### src/rtl/gate_pkg.sv
// Purpose: constants for the reciprocal period counter gate
// Assumes: 25 MHz system clock
// Notes: Wishbone register map for settings and results
package gate_pkg;
   localparam int CLK_HZ = 25000000;
   localparam int ARM_LATENCY_NS = 100;
   localparam int ARM_LATENCY_CYC_RAW = (ARM_LATENCY_NS * (CLK_HZ / 1000000)) / 1000;
   localparam int ARM_LATENCY_CYC = (ARM_LATENCY_CYC_RAW < 1) ? 1 : ARM_LATENCY_CYC_RAW;
   localparam int TIME_BASE_1US_CYC = CLK_HZ / 1000000;
   localparam int HIGH_BAND_MIN_CYCLES = 32;
   localparam int SCALE_MAX = 9;
   localparam int DECADE_MAX = 7;
   // register offsets (byte addresses)
   localparam logic [3:0] CTRL_OFS = 4'h0;
   localparam logic [3:0] STAT_OFS = 4'h4;
   localparam logic [3:0] TICKS_OFS = 4'h8;
   localparam logic [3:0] CYCLES_OFS = 4'hC;
   // control field positions
   localparam int CTRL_DECADE_LSB = 0;
   localparam int CTRL_SCALE_LSB = 4;
   localparam int CTRL_MODE_LSB = 8;
   localparam int CTRL_ARMSRC_BIT = 10;
   localparam int CTRL_BAND_BIT = 11;
   localparam logic [31:0] CTRL_RESET = 32'h0000_0010;
   typedef enum logic [1:0] {
      GATE_TIMEBASE = 2'h0,
      GATE_MIN_CYCLE = 2'h1,
      external_gate_duration_mode = 2'h2
   } gate_mode_e;
endpackage

### src/rtl/period_gate.sv
// Purpose: gating and arming of a reciprocal period counter
// Assumes: signal_i and ext_gate_i synchronous to clk_i; rising edge is a cycle
// Notes: registers over classic Wishbone, 32-bit words
//
// Local design decisions: the register offsets and the Wishbone register port.
`timescale 1ns/10ps
module period_gate
   import gate_pkg::*;
#(
   parameter int TICK_W = 32,
   parameter int CYC_W = 32
) (
   // clock and reset
   input wire logic clk_i,
   input wire logic rst_i,
   // wishbone slave
   input wire logic cyc_i,
   input wire logic stb_i,
   input wire logic we_i,
   input wire logic [3:0] adr_i,
   input wire logic [3:0] sel_i,
   input wire logic [31:0] dat_i,
   output logic [31:0] dat_o,
   output logic ack_o,
   output logic err_o,
   // measured signal and trigger
   input wire logic signal_i,
   input wire logic ext_gate_i,
   // gate window and result
   output logic gate_window_o,
   output logic armed_o,
   output logic result_valid_o
);
   typedef enum logic [1:0] {
      ST_IDLE = 2'b00,
      ST_ARMED = 2'b01,
      ST_GATE = 2'b11,
      ST_CLOSE = 2'b10
   } meas_state_e;

   typedef struct packed {
      meas_state_e st;
      logic [31:0] ctrl;
      logic [TICK_W-1:0] ticks;
      logic [CYC_W-1:0] cycles;
      logic [TICK_W-1:0] ticks_res;
      logic [CYC_W-1:0] cycles_res;
      logic valid;
      logic externally_armed_position_seen;
      logic ext_done;
      logic window;
      logic ack;
      logic err;
      logic [31:0] rdata;
   } gate_state_s;
   gate_state_s s_q, s_d;

   logic sig_rise, ext_rise, ext_fall, nominal_done, tb_start;
   logic [2:0] decade;
   logic [3:0] scale;
   gate_mode_e mode;
   logic arm_source_select;
   logic high_band;
   logic wb_req;

   assign decade = s_q.ctrl[CTRL_DECADE_LSB +: 3];
   assign scale = s_q.ctrl[CTRL_SCALE_LSB +: 4];
   assign mode = gate_mode_e'(s_q.ctrl[CTRL_MODE_LSB +: 2]);
   assign arm_source_select = s_q.ctrl[CTRL_ARMSRC_BIT];
   assign high_band = s_q.ctrl[CTRL_BAND_BIT];
   assign wb_req = cyc_i & stb_i & ~s_q.ack & ~s_q.err;

   edge_detect sig_edge (
      .clk_i(clk_i),
      .rst_i(rst_i),
      .level_i(signal_i),
      .rise_o(sig_rise),
      .fall_o()
   );

   edge_detect ext_edge (
      .clk_i(clk_i),
      .rst_i(rst_i),
      .level_i(ext_gate_i),
      .rise_o(ext_rise),
      .fall_o(ext_fall)
   );

   // time base restarts as the gate opens
   assign tb_start = (s_q.st == ST_ARMED) & sig_rise;

   time_base tb (
      .clk_i(clk_i),
      .rst_i(rst_i),
      .decade_i(decade),
      .scale_i(scale),
      .start_i(tb_start),
      .elapsed_o(nominal_done)
   );

   function automatic logic [31:0] merge_bytes(input logic [31:0] old,
                                               input logic [31:0] wr,
                                               input logic [3:0] sel);
      logic [31:0] r;
      r = old;
      for (int b = 0; b < 4; b++) begin
         if (sel[b]) begin
            r[b*8 +: 8] = wr[b*8 +: 8];
         end
      end
      return r;
   endfunction

   logic stop_now;
   always_comb begin
      stop_now = 1'b0;
      unique case (mode)
         GATE_TIMEBASE: stop_now = sig_rise & nominal_done;
         GATE_MIN_CYCLE: begin
            // one cycle low band, 32 cycles high band
            if (high_band) begin
               stop_now = sig_rise &
                  (s_q.cycles == CYC_W'(HIGH_BAND_MIN_CYCLES - 1));
            end else begin
               stop_now = sig_rise;
            end
         end
         external_gate_duration_mode: stop_now = sig_rise & (s_q.ext_done | ext_fall);
         default: stop_now = sig_rise;
      endcase
   end

   always_comb begin
      s_d = s_q;
      s_d.ack = 1'b0;
      s_d.err = 1'b0;

      // bus slave
      if (wb_req) begin
         unique case (adr_i)
            CTRL_OFS: begin
               s_d.ack = 1'b1;
               s_d.rdata = s_q.ctrl;
               if (we_i) begin
                  s_d.ctrl = merge_bytes(s_q.ctrl, dat_i, sel_i);
               end
            end
            STAT_OFS: begin
               s_d.ack = 1'b1;
               s_d.rdata = {28'h0, s_q.valid, s_q.window, s_q.st == ST_ARMED,
                            s_q.st != ST_IDLE};
               if (we_i && sel_i[0] && dat_i[3]) begin
                  s_d.valid = 1'b0;
               end
            end
            TICKS_OFS: begin
               s_d.ack = 1'b1;
               s_d.rdata = 32'(s_q.ticks_res);
            end
            CYCLES_OFS: begin
               s_d.ack = 1'b1;
               s_d.rdata = 32'(s_q.cycles_res);
            end
            default: begin
               s_d.err = 1'b1;
               s_d.rdata = 32'h0;
            end
         endcase
      end

      // trigger edge latched; shape afterwards irrelevant
      if (ext_rise) begin
         s_d.externally_armed_position_seen = 1'b1;
      end

      unique case (s_q.st)
         ST_IDLE: begin
            s_d.window = 1'b0;
            if (arm_source_select) begin
               s_d.st = ST_ARMED;
               s_d.externally_armed_position_seen = 1'b0;
            end else if (s_q.externally_armed_position_seen | ext_rise) begin
               // armed one cycle after the edge, well inside 100 ns
               s_d.st = ST_ARMED;
               s_d.externally_armed_position_seen = 1'b0;
            end
         end
         ST_ARMED: begin
            if (sig_rise) begin
               s_d.st = ST_GATE;
               s_d.window = 1'b1;
               s_d.ticks = '0;
               s_d.cycles = '0;
               s_d.ext_done = 1'b0;
            end
         end
         ST_GATE: begin
            s_d.ticks = s_q.ticks + TICK_W'(1);
            if (ext_fall) begin
               s_d.ext_done = 1'b1;
            end
            if (sig_rise) begin
               s_d.cycles = s_q.cycles + CYC_W'(1);
            end
            if (stop_now) begin
               s_d.st = ST_CLOSE;
               s_d.window = 1'b0;
            end
         end
         ST_CLOSE: begin
            // results for arithmetic conversion by software
            s_d.ticks_res = s_q.ticks;
            s_d.cycles_res = s_q.cycles;
            s_d.valid = 1'b1;
            // a trigger edge in this very cycle still arms the next run
            s_d.externally_armed_position_seen = ext_rise;
            s_d.st = ST_IDLE;
         end
      endcase
   end

   always_ff @(posedge clk_i) begin
      if (rst_i) begin
         s_q <= '0;
         s_q.st <= ST_IDLE;
         s_q.ctrl <= CTRL_RESET;
      end else begin
         s_q <= s_d;
      end
   end

   assign dat_o = s_q.rdata;
   assign ack_o = s_q.ack;
   assign err_o = s_q.err;
   assign gate_window_o = s_q.window;
   assign armed_o = (s_q.st == ST_ARMED);
   assign result_valid_o = s_q.valid;
endmodule

### src/rtl/edge_detect.sv
// Purpose: rising and falling edge pulses of a synchronous level
// Assumes: input already synchronous to clk_i
// Notes: one-cycle pulses
`timescale 1ns/10ps
module edge_detect (
   // clock and reset
   input wire logic clk_i,
   input wire logic rst_i,
   // level in, edges out
   input wire logic level_i,
   output logic rise_o,
   output logic fall_o
);
   typedef struct packed {
      logic prev;
   } edge_state_s;
   edge_state_s s_q, s_d;
   always_comb begin
      s_d = s_q;
      s_d.prev = level_i;
   end
   always_ff @(posedge clk_i) begin
      if (rst_i) begin
         s_q <= '0;
      end else begin
         s_q <= s_d;
      end
   end
   assign rise_o = level_i & ~s_q.prev;
   assign fall_o = ~level_i & s_q.prev;
endmodule

### src/rtl/time_base.sv
// Purpose: decade time base times scale factor, flags nominal time elapsed
// Assumes: start pulse restarts the count
// Notes: decade 0 is 1 us, decade 7 is 10 s
`timescale 1ns/10ps
module time_base
   import gate_pkg::*;
#(
   parameter int US_CYC = gate_pkg::TIME_BASE_1US_CYC
) (
   // clock and reset
   input wire logic clk_i,
   input wire logic rst_i,
   // settings
   input wire logic [2:0] decade_i,
   input wire logic [3:0] scale_i,
   // control
   input wire logic start_i,
   output logic elapsed_o
);
   typedef struct packed {
      logic [7:0] pre;
      logic [27:0] units;
      logic [3:0] mult;
      logic done;
   } tb_state_s;
   tb_state_s s_q, s_d;

   function automatic logic [27:0] decade_units(input logic [2:0] d);
      logic [27:0] v;
      v = 28'h1;
      for (int i = 0; i < DECADE_MAX; i++) begin
         if (3'(i) < d) begin
            v = 28'(v * 28'hA);
         end
      end
      return v;
   endfunction

   logic [3:0] scale_eff;
   assign scale_eff = (scale_i == 4'h0) ? 4'h1 :
                      (scale_i > 4'(SCALE_MAX)) ? 4'(SCALE_MAX) : scale_i;

   always_comb begin
      s_d = s_q;
      if (start_i) begin
         s_d.pre = '0;
         s_d.units = '0;
         s_d.mult = '0;
         s_d.done = 1'b0;
      end else if (!s_q.done) begin
         if (s_q.pre == 8'(US_CYC - 1)) begin
            s_d.pre = '0;
            if (s_q.units == decade_units(decade_i) - 28'h1) begin
               s_d.units = '0;
               if (s_q.mult == scale_eff - 4'h1) begin
                  s_d.done = 1'b1;
               end else begin
                  s_d.mult = s_q.mult + 4'h1;
               end
            end else begin
               s_d.units = s_q.units + 28'h1;
            end
         end else begin
            s_d.pre = s_q.pre + 8'h1;
         end
      end
   end
   always_ff @(posedge clk_i) begin
      if (rst_i) begin
         s_q <= '0;
      end else begin
         s_q <= s_d;
      end
   end
   assign elapsed_o = s_q.done;
endmodule

### config.mk
export PLATFORM = sky130hd
export DESIGN_NAME = period_gate
export DESIGN_NICKNAME = d
export VERILOG_FILES = /design/src/rtl/gate_pkg.sv /design/src/rtl/period_gate.sv /design/src/rtl/edge_detect.sv /design/src/rtl/time_base.sv
export SDC_FILE = /design/constraint.sdc
export NUM_CORES = 1
export LEC_CHECK = 0
export BUFFER_PORTS_ARGS = -buffer_cell sky130_fd_sc_hd__buf_2
export CAP_MARGIN = 30
export CORE_ASPECT_RATIO = 1.5
export CORE_MARGIN = 2
export CORE_UTILIZATION = 30
export DETAILED_ROUTE_END_ITERATION = 16
export GPL_TIMING_DRIVEN = 1
export SYNTH_ARGS = -nofsm -noshare
export SYNTH_HDL_FRONTEND = slang
export SYNTH_HIERARCHICAL = 1
export SYNTH_SLANG_ARGS = --single-unit
export TNS_END_PERCENT = 100
### constraint.sdc
create_clock -name clk_i -period 11.6 [get_ports clk_i]
set_input_delay 1.16 -clock clk_i [delete_from_list [all_inputs] [get_ports clk_i]]
set_output_delay 1.16 -clock clk_i [all_outputs]
set_load 0.02 [all_outputs]
==> out/metrics.yaml, run 1 <==
status: "completed"
ctsResizeCount: 0
maxCapViolCount: 0
final.setup.tns_ns: 0
critPathCapture: "tb/s_q[23]"
hold_viol: 0
min_period_over_period_pct: 86.43
area_growth_pct: 10.61
layout_common_cells: "nand2_1 (298), dfxtp_1 (242), nor2_1 (159), a21oi_1 (131), ha_1 (98)"
coreArea_um2: 48560
hpwl_um: 32110
r2r-start: "decade[2]"
maxSlewViolCount: 0
rrSetupSlack_ns: 1.57
cts_buffers: 24
post-route-drc-count: 0
place.gp.congestion: 0.9068
grt_setup_unrepaired: "false"
grt_max_degree: 84
vdd_drop_max_uv: 89.96
rows: 99
crit_path_end_kind: "flip-flop"
tightest_slew_ns: 1.039
cts_max_level: 1
crit_slowest_cell: "dfxtp_2"
syn_area_um2: 14740
syn_avg_cell_area_um2: 8.190
clock_path_buffers: 3
r2r-end: "tb/s_q[23]"
leakage_nw: 6.427
drtPass1Iterations: 5
grt_pass1_vias: 12850
drt_iter0_drc: 677
clock-sinks: 243
nets: 1933
setup_viol: 0
critical_path_arrival_ns: 10.45
fin_crit_ns: 10.03
antenna_found_initial: 0
vias: 13050
pre_cts_ws_ns: 1.666
cts_root_buf: "clkbuf_16"
totalWireLength_um: 44220
relSlewSlack_pct: 30.56
worstSetupPathType: "flip-flop to flip-flop"
cts_setup_buffers: 0
critPathMaxStageDelay_ns: 1.00
clk-insertion-delay-late_ns: 0.54
die_h_um: 275.5
ff2ff_path_depth: 36
netlist_instances: 1800
start_util_pct: 30.36
worst-path-max-fanout: 56
min_path_type: "flip-flop to flip-flop"
ant_nets: 0
portBuffers: 83
hold_buffers: 0
fillers: 5180
via_per_inst: 5.305
finClkSkew_ns: 0.01543
final.setup.worst_slack_ns: 1.574
drive_gt1_share_pct: 12.26
cts_tree: "done"
grt-ovfl-total: 0
p_per_area_nw_per_um2: 110.7
min_from: "s_q[58]"
wl_per_cell_um: 17.97
dieArea_um2: 50970
path_clk_slew_ns: 0.08
io_pins: 84
grt_pass1_wl_um: 69610
critPathLaunchType: "flip-flop"
fmax_mhz: 99.74
die_w_um: 185
final_common_cell: "nand2_1"
cp_data_required_time_ns: 12.02
critPathLaunch: "decade[2]"
grt_use_total_pct: 17.06
cpMostUsedCell: "ha_1"
ys_warn_count: 6
finalPower_mw: 1.805
[through the flow]
step | cells | instance area [µm²] | util [%] | hold slack [ns]
5_1_grt | 2459 | 16300 | 33.58 | 0.4735
4_1_cts | 2457 | 16260 | 33.49 | 0.4554
6_report | 2460 | 16310 | 33.58 | 0.4534
3_5_place_dp | 2413 | 15390 | 31.69 | 0.4464
3_3_place_gp | 2413 | 15390 | 31.69 | 0.4385
2_1_floorplan | 1804 | 14760 | - | 0.4318
[flip-flops by register name (all words and copies together) (netlist names), 2 cells and up]
signal,flops
dat_o,32
s_q,157
decade,3
tb/s_q,40
mode,2
[worst min-delay path by stage]
stage / to / slack, ns / cells after the start
finish: s_q[58] / 0.45 / 2
detailed placement: s_q[57] / 0.45 / 2
global route: s_q[197] / 0.47 / 2
CTS: s_q[57] / 0.46 / 2
global placement: s_q[56] / 0.44 / 2
floorplan: s_q[169] / 0.43 / 2
[layer usage]
layer / share of wire (%) / track usage, % / vias to the layer above
li1: - / - / 6365
met1: 42 / 20.23 / 6271
met2: 50 / 30.42 / 310
met3: 3.4 / 1.794 / 105
met4: 5.0 / 8.542 / 0
met5: 0 / 0 / -
[critical path: cells and delay by family (launching register included)]
family | cells | cell delay (ns)
flip-flops | 1 | 1.00
multiplexers | 1 | 0.36
XOR/XNOR | 1 | 0.15
AO/OA/AOI/OAI | 11 | 2.23
adder cells (fa/ha/maj) | 7 | 2.17
buffers and inverters | 3 | 0.48
AND/OR/NAND/NOR | 13 | 3.49
[power breakdown]
part           total, mW  switching (mW)  internal [mW]
clock network      0.882           0.352          0.530
registers          0.841         0.00443          0.837
logic             0.0809          0.0574         0.0236
total               1.80           0.414           1.39
[cell type report]
| type | count | area (µm²) | share of cell area (%) |
|---|---|---|---|
| sequential | 243 | 4866 | 29.84 |
| inverter | 34 | 128.9 | 0.7903 |
| tap | 656 | 820.8 | 5.033 |
| clock buffer | 32 | 650.6 | 3.990 |
| multi-input combinational | 1384 | 9056 | 55.54 |
| antenna | 1 | 2.502 | 0.01535 |
| timing repair buffer | 98 | 558.0 | 3.422 |
| clock inverter | 12 | 224.0 | 1.373 |
(Power assumes the default switching activity.)
==> run 2: changes to the inputs <==
- clock period: 11.6 -> 9.4 ns (I/O delays scaled with it)
==> run 2 against run 1 <==
Final cell count up 0.24%. Clock skew up 0.0037 ns. Clock-buffer cell count up 2. Maximum frequency up 13%. Total power up 21%. Via count up 0.63%. Largest cell class unchanged. Register-to-register slack worse by 1.1 ns. Core utilization about the same. First-iteration DRC count up 14%. Highest routed layer unchanged. Critical path type unchanged. Flip-flop and latch count unchanged. Global-route usage down 0.22 points.
==> out/metrics.yaml, run 2 (synthesis gave the netlist of run 1 again) <==
status: "completed"
p_clk_share_pct: 47.8
whs_ns: 0.4520
dieArea_um2: 50970
whs_path_depth: 2
fillers: 5171
final_common_cell: "nand2_1"
critPathMaxStageDelay_ns: 0.59
clock_path_buffers: 3
top_register: "s_q"
hold_viol: 0
antenna_found_initial: 0
grt_pass1_wl_um: 68700
totalWireLength_um: 43510
cts_root_buf: "clkbuf_16"
switching_share_pct: 24.36
dpl_cell_area_um2: 15430
critPathLaunchType: "flip-flop"
crit_slowest_cell: "or4_4"
cp_data_required_time_ns: 9.88
r2r-end: "tb/s_q[4]"
fin_area_um2: 16300
leakage_nw: 6.436
largest_reg_flops: 157
hold_end: "s_q[63]"
p_per_area_nw_per_um2: 133.5
io_pins: 84
path_clk_slew_ns: 0.07
post-route-drc-count: 0
cts_setup_buffers: 0
hpwl_um: 32000
vias: 13130
coreArea_um2: 48560
worst-path-max-fanout: 16
netSwitchingPower_uw: 530.0
rows: 99
cts_tree: "done"
p_seq_share_pct: 47.7
ant_nets: 0
grt-ovfl-total: 0
grt_max_degree: 80
via_per_inst: 5.326
final.setup.tns_ns: 0
maxCapViolCount: 0
clk-insertion-delay-late_ns: 0.56
relSlewSlack_pct: 31.31
pre_cts_ws_ns: 0.2749
start_util_pct: 30.36
place.gp.congestion: 0.9210
drtPass1Iterations: 6
fmax_mhz: 112.4
worstSetupPathType: "flip-flop to flip-flop"
setup_viol: 0
pwr-share-comb_pct: 4.5
drt_iter0_drc: 774
ff2ff_path_depth: 35
fin_crit_ns: 8.898
cpMostUsedCell: "ha_1"
nets: 1938
min_path_type: "flip-flop to flip-flop"
wl_per_cell_um: 17.65
layout_common_cells: "nand2_1 (298), dfxtp_1 (242), nor2_1 (159), a21oi_1 (130), ha_1 (98)"
rrSetupSlack_ns: 0.50
cts_max_level: 1
final.setup.worst_slack_ns: 0.5025
vdd_drop_max_uv: 112.0
tightest_slew_ns: 1.030
critical_path_arrival_ns: 9.37
die_h_um: 275.5
cts_buffers: 25
grt_pass1_vias: 12890
portBuffers: 83
clock-sinks: 243
grt_use_total_pct: 16.85
intPower_mw: 1.646
r2r-start: "decade[1]"
finClkSkew_ns: 0.01911
min_from: "s_q[63]"
die_w_um: 185
maxSlewViolCount: 0
min_period_over_period_pct: 94.65
drive_gt1_share_pct: 12.94
crit_path_end_kind: "flip-flop"
area_growth_pct: 10.55
==> run 2: cell count changes in the layout (fill, tap and decap cells not counted), moves of 2 or more <==
cell and delta:
buf_4 +5, bufinv_16 -5, clkbuf_1 -5, clkbuf_8 +6
clkinv_2 +2, inv_6 +2
==> run 2: worst max path at each step <==
stage / startpoint / to / cells after the start
after floorplan: decade[2] / tb/s_q[4] / 42
after global placement: decade[2] / tb/s_q[3] / 35
after CTS: decade[2] / tb/s_q[3] / 35
after detailed placement: decade[2] / tb/s_q[15] / 36
final: decade[1] / tb/s_q[4] / 35
after global routing: decade[1] / tb/s_q[3] / 35
==> run 2: what timing repair did <==
| action | in CTS | in global routing |
|---|---|---|
| endpoints found under the setup margin | 0 | 30 |
| hold buffers | 0 | 0 |
| resized for setup | 0 | 4 |
| hold endpoints to repair | 0 | 0 |
==> run 2: area by class of cell <==
cell class,instances,area (µm²),share of cell area (%)
clock inverter,12,112.6,0.6909
tap,656,820.8,5.036
clock buffer,34,739.5,4.537
multi-input combinational,1384,9064,55.61
timing repair buffer,102,564.3,3.462
sequential,243,4866,29.86
inverter,34,128.9,0.7907
antenna,1,2.502,0.01535
==> run 2: power by group through the flow <==
stage	Clock, mW	Combinational (mW)	Sequential, mW
after detailed placement	0	0.0969	1.06
after floorplan	0	0.0620	1.06
after global placement	0	0.0963	1.06
after CTS	1.05	0.0973	1.04
after global routing	1.10	0.106	1.04
final	1.04	0.0977	1.04
==> run 2: per-layer routing <==
layer,wire length [µm],track usage [%]
met1,17820,19.43
met2,21760,30.58
met3,1760,1.742
met4,2167,8.709
met5,0,0
==> run 2: worst max-delay path, delay by kind of cell, from the launching register on <==
kind	cells	cell delay, ns
AND/OR/NAND/NOR	14	3.82
adder cells (fa/ha/maj)	7	2.10
AO/OA/AOI/OAI	11	1.77
flip-flops	1	0.40
multiplexers	1	0.36
XOR/XNOR	1	0.21
buffers and inverters	1	0.17
==> run 2: stage by stage <==
step                total power, mW  utilization (%)  std cells
floorplan                     1.121                -       1804
global placement              1.157            31.78       2419
detailed placement            1.158            31.78       2419
CTS                           2.189            33.54       2465
global route                  2.240            33.56       2465
finish                        2.176            33.57       2466
==> run 3: changes to the inputs <==
- PLACE_DENSITY: not set -> 0.46
==> run 3 against run 2 <==
Sequential share of layout area is essentially flat. Die area is the same. Wire length increased by 3.9%. Largest power group unchanged.
==> out/metrics.yaml, run 3 (synthesis gave the netlist of run 1 again) <==
die_h_um: 275.5
switching_share_pct: 23.46
leakage_nw: 6.435
critPathLaunchType: "flip-flop"
rrSetupSlack_ns: 0.63
start_util_pct: 30.36
totalWireLength_um: 45220
nets: 1943
p_per_area_nw_per_um2: 131.8
grt_max_degree: 67
whs_path_depth: 2
worstSetupPathType: "flip-flop to flip-flop"
maxCapViolCount: 0
min_period_over_period_pct: 93.27
finClkSkew_ns: 0.01825
r2r-end: "tb/s_q[4]"
clk-insertion-delay-late_ns: 0.54
cts_root_buf: "clkbuf_16"
cts_tree: "done"
netSwitchingPower_uw: 504.3
maxSlewViolCount: 0
status: "completed"
grt_use_total_pct: 17.75
area_growth_pct: 10.63
antennaDiodeCount: 0
min_path_type: "flip-flop to flip-flop"
wl_per_cell_um: 18.32
hold_buffers: 0
cpMostUsedCell: "ha_1"
stdcell_count: 2468
via_per_inst: 5.189
cp_data_required_time_ns: 9.85
critPathMaxStageDelay_ns: 0.65
r2r-start: "decade[1]"
rows: 99
cts_max_level: 1
grt_setup_unrepaired: "false"
grt_pass1_wl_um: 71330
fin_area_um2: 16310
drive_gt1_share_pct: 12.97
coreArea_um2: 48560
crit_path_end_kind: "flip-flop"
place.gp.congestion: 0.8634
ant_nets: 0
drt_iter0_drc: 583
postLayoutCoreUtil_pct: 33.59
crit_slowest_cell: "or4_4"
cts_buffers: 26
pwr-share-comb_pct: 4.7
fin_crit_ns: 8.767
p_seq_share_pct: 48.3
finalPower_mw: 2.149
vias: 12810
hold_viol: 0
clock-sinks: 243
die_w_um: 185
fmax_mhz: 114.1
intPower_mw: 1.645
p_clk_share_pct: 47.0
hpwl_um: 33030
tightest_slew_ns: 0.9565
final.setup.worst_slack_ns: 0.6327
pre_cts_ws_ns: 0.3521
io_pins: 84
whs_ns: 0.4502
min_from: "s_q[76]"
hold_end: "s_q[76]"
path_clk_slew_ns: 0.06
setup_viol: 0
final_common_cell: "nand2_1"
layout_common_cells: "nand2_1 (298), dfxtp_1 (242), nor2_1 (159), a21oi_1 (130), ha_1 (97)"
post-route-drc-count: 0
placed_cells: 2422
clock_path_buffers: 3
dpl_cell_area_um2: 15450
vdd_drop_max_uv: 109.9
grt_pass1_vias: 12670
critical_path_arrival_ns: 9.22
antenna_found_initial: 0
grt-ovfl-total: 0
final.setup.tns_ns: 0
worst-path-max-fanout: 11
largest_reg_flops: 157
relSlewSlack_pct: 35.40
portBuffers: 83
drtPass1Iterations: 5
top_register: "s_q"
ff2ff_path_depth: 34
dieArea_um2: 50970
[run 3: area by class of cell]
cell class | instances | area [µm²]
Timing Repair Buffer | 106 | 590.6
Sequential cell | 243 | 4866
Clock buffer | 37 | 753.2
Inverter | 34 | 128.9
Multi-Input combinational cell | 1384 | 9080
Fill cell | 5247 | 32250
Clock inverter | 8 | 71.32
Tap cell | 656 | 820.8
[run 3: critical path, delay by kind of cell (launching register included)]
kind / cells / cell delay [ns]
AOI/OAI and AO/OA: 11 / 1.78
xor gates and xnor gates: 1 / 0.25
adders and majority gates: 7 / 2.08
DFF: 1 / 0.39
muxes: 1 / 0.35
and+or+nand+nor: 14 / 3.84
[run 3: power groups by stage]
stage               Clock, mW  Sequential, mW  Combinational, mW
finish                   1.01            1.04              0.100
global route             1.09            1.04              0.109
CTS                      1.05            1.04              0.102
detailed placement          0            1.06              0.102
global placement            0            1.06              0.101
floorplan                   0            1.06             0.0620
[run 3: routing by layer]
| metal | global-route usage, % | wire (µm) | up-vias |
|---|---|---|---|
| met2 | 34.56 | 24350 | 178 |
| met4 | 5.660 | 1288 | 0 |
| li1 | - | - | 6374 |
| met5 | 0 | 0 | - |
| met1 | 20.15 | 18510 | 6196 |
| met3 | 1.465 | 1076 | 59 |
[run 3: timing repair]
action                                  in CTS  in global routing
buffers inserted                             0                  1
resized for setup                            0                  6
endpoints found under the setup margin       0                 33
[run 3: worst max-delay path by stage]
stage,from,endpoint,slack (ns),cells past startpoint
detailed placement,decade[2],tb/s_q[4],0.35,35
global route,decade[1],tb/s_q[3],0.001,34
floorplan,decade[2],tb/s_q[4],0.19,42
global placement,decade[2],tb/s_q[3],0.51,35
finish,decade[1],tb/s_q[4],0.63,34
CTS,decade[2],tb/s_q[3],0.32,35
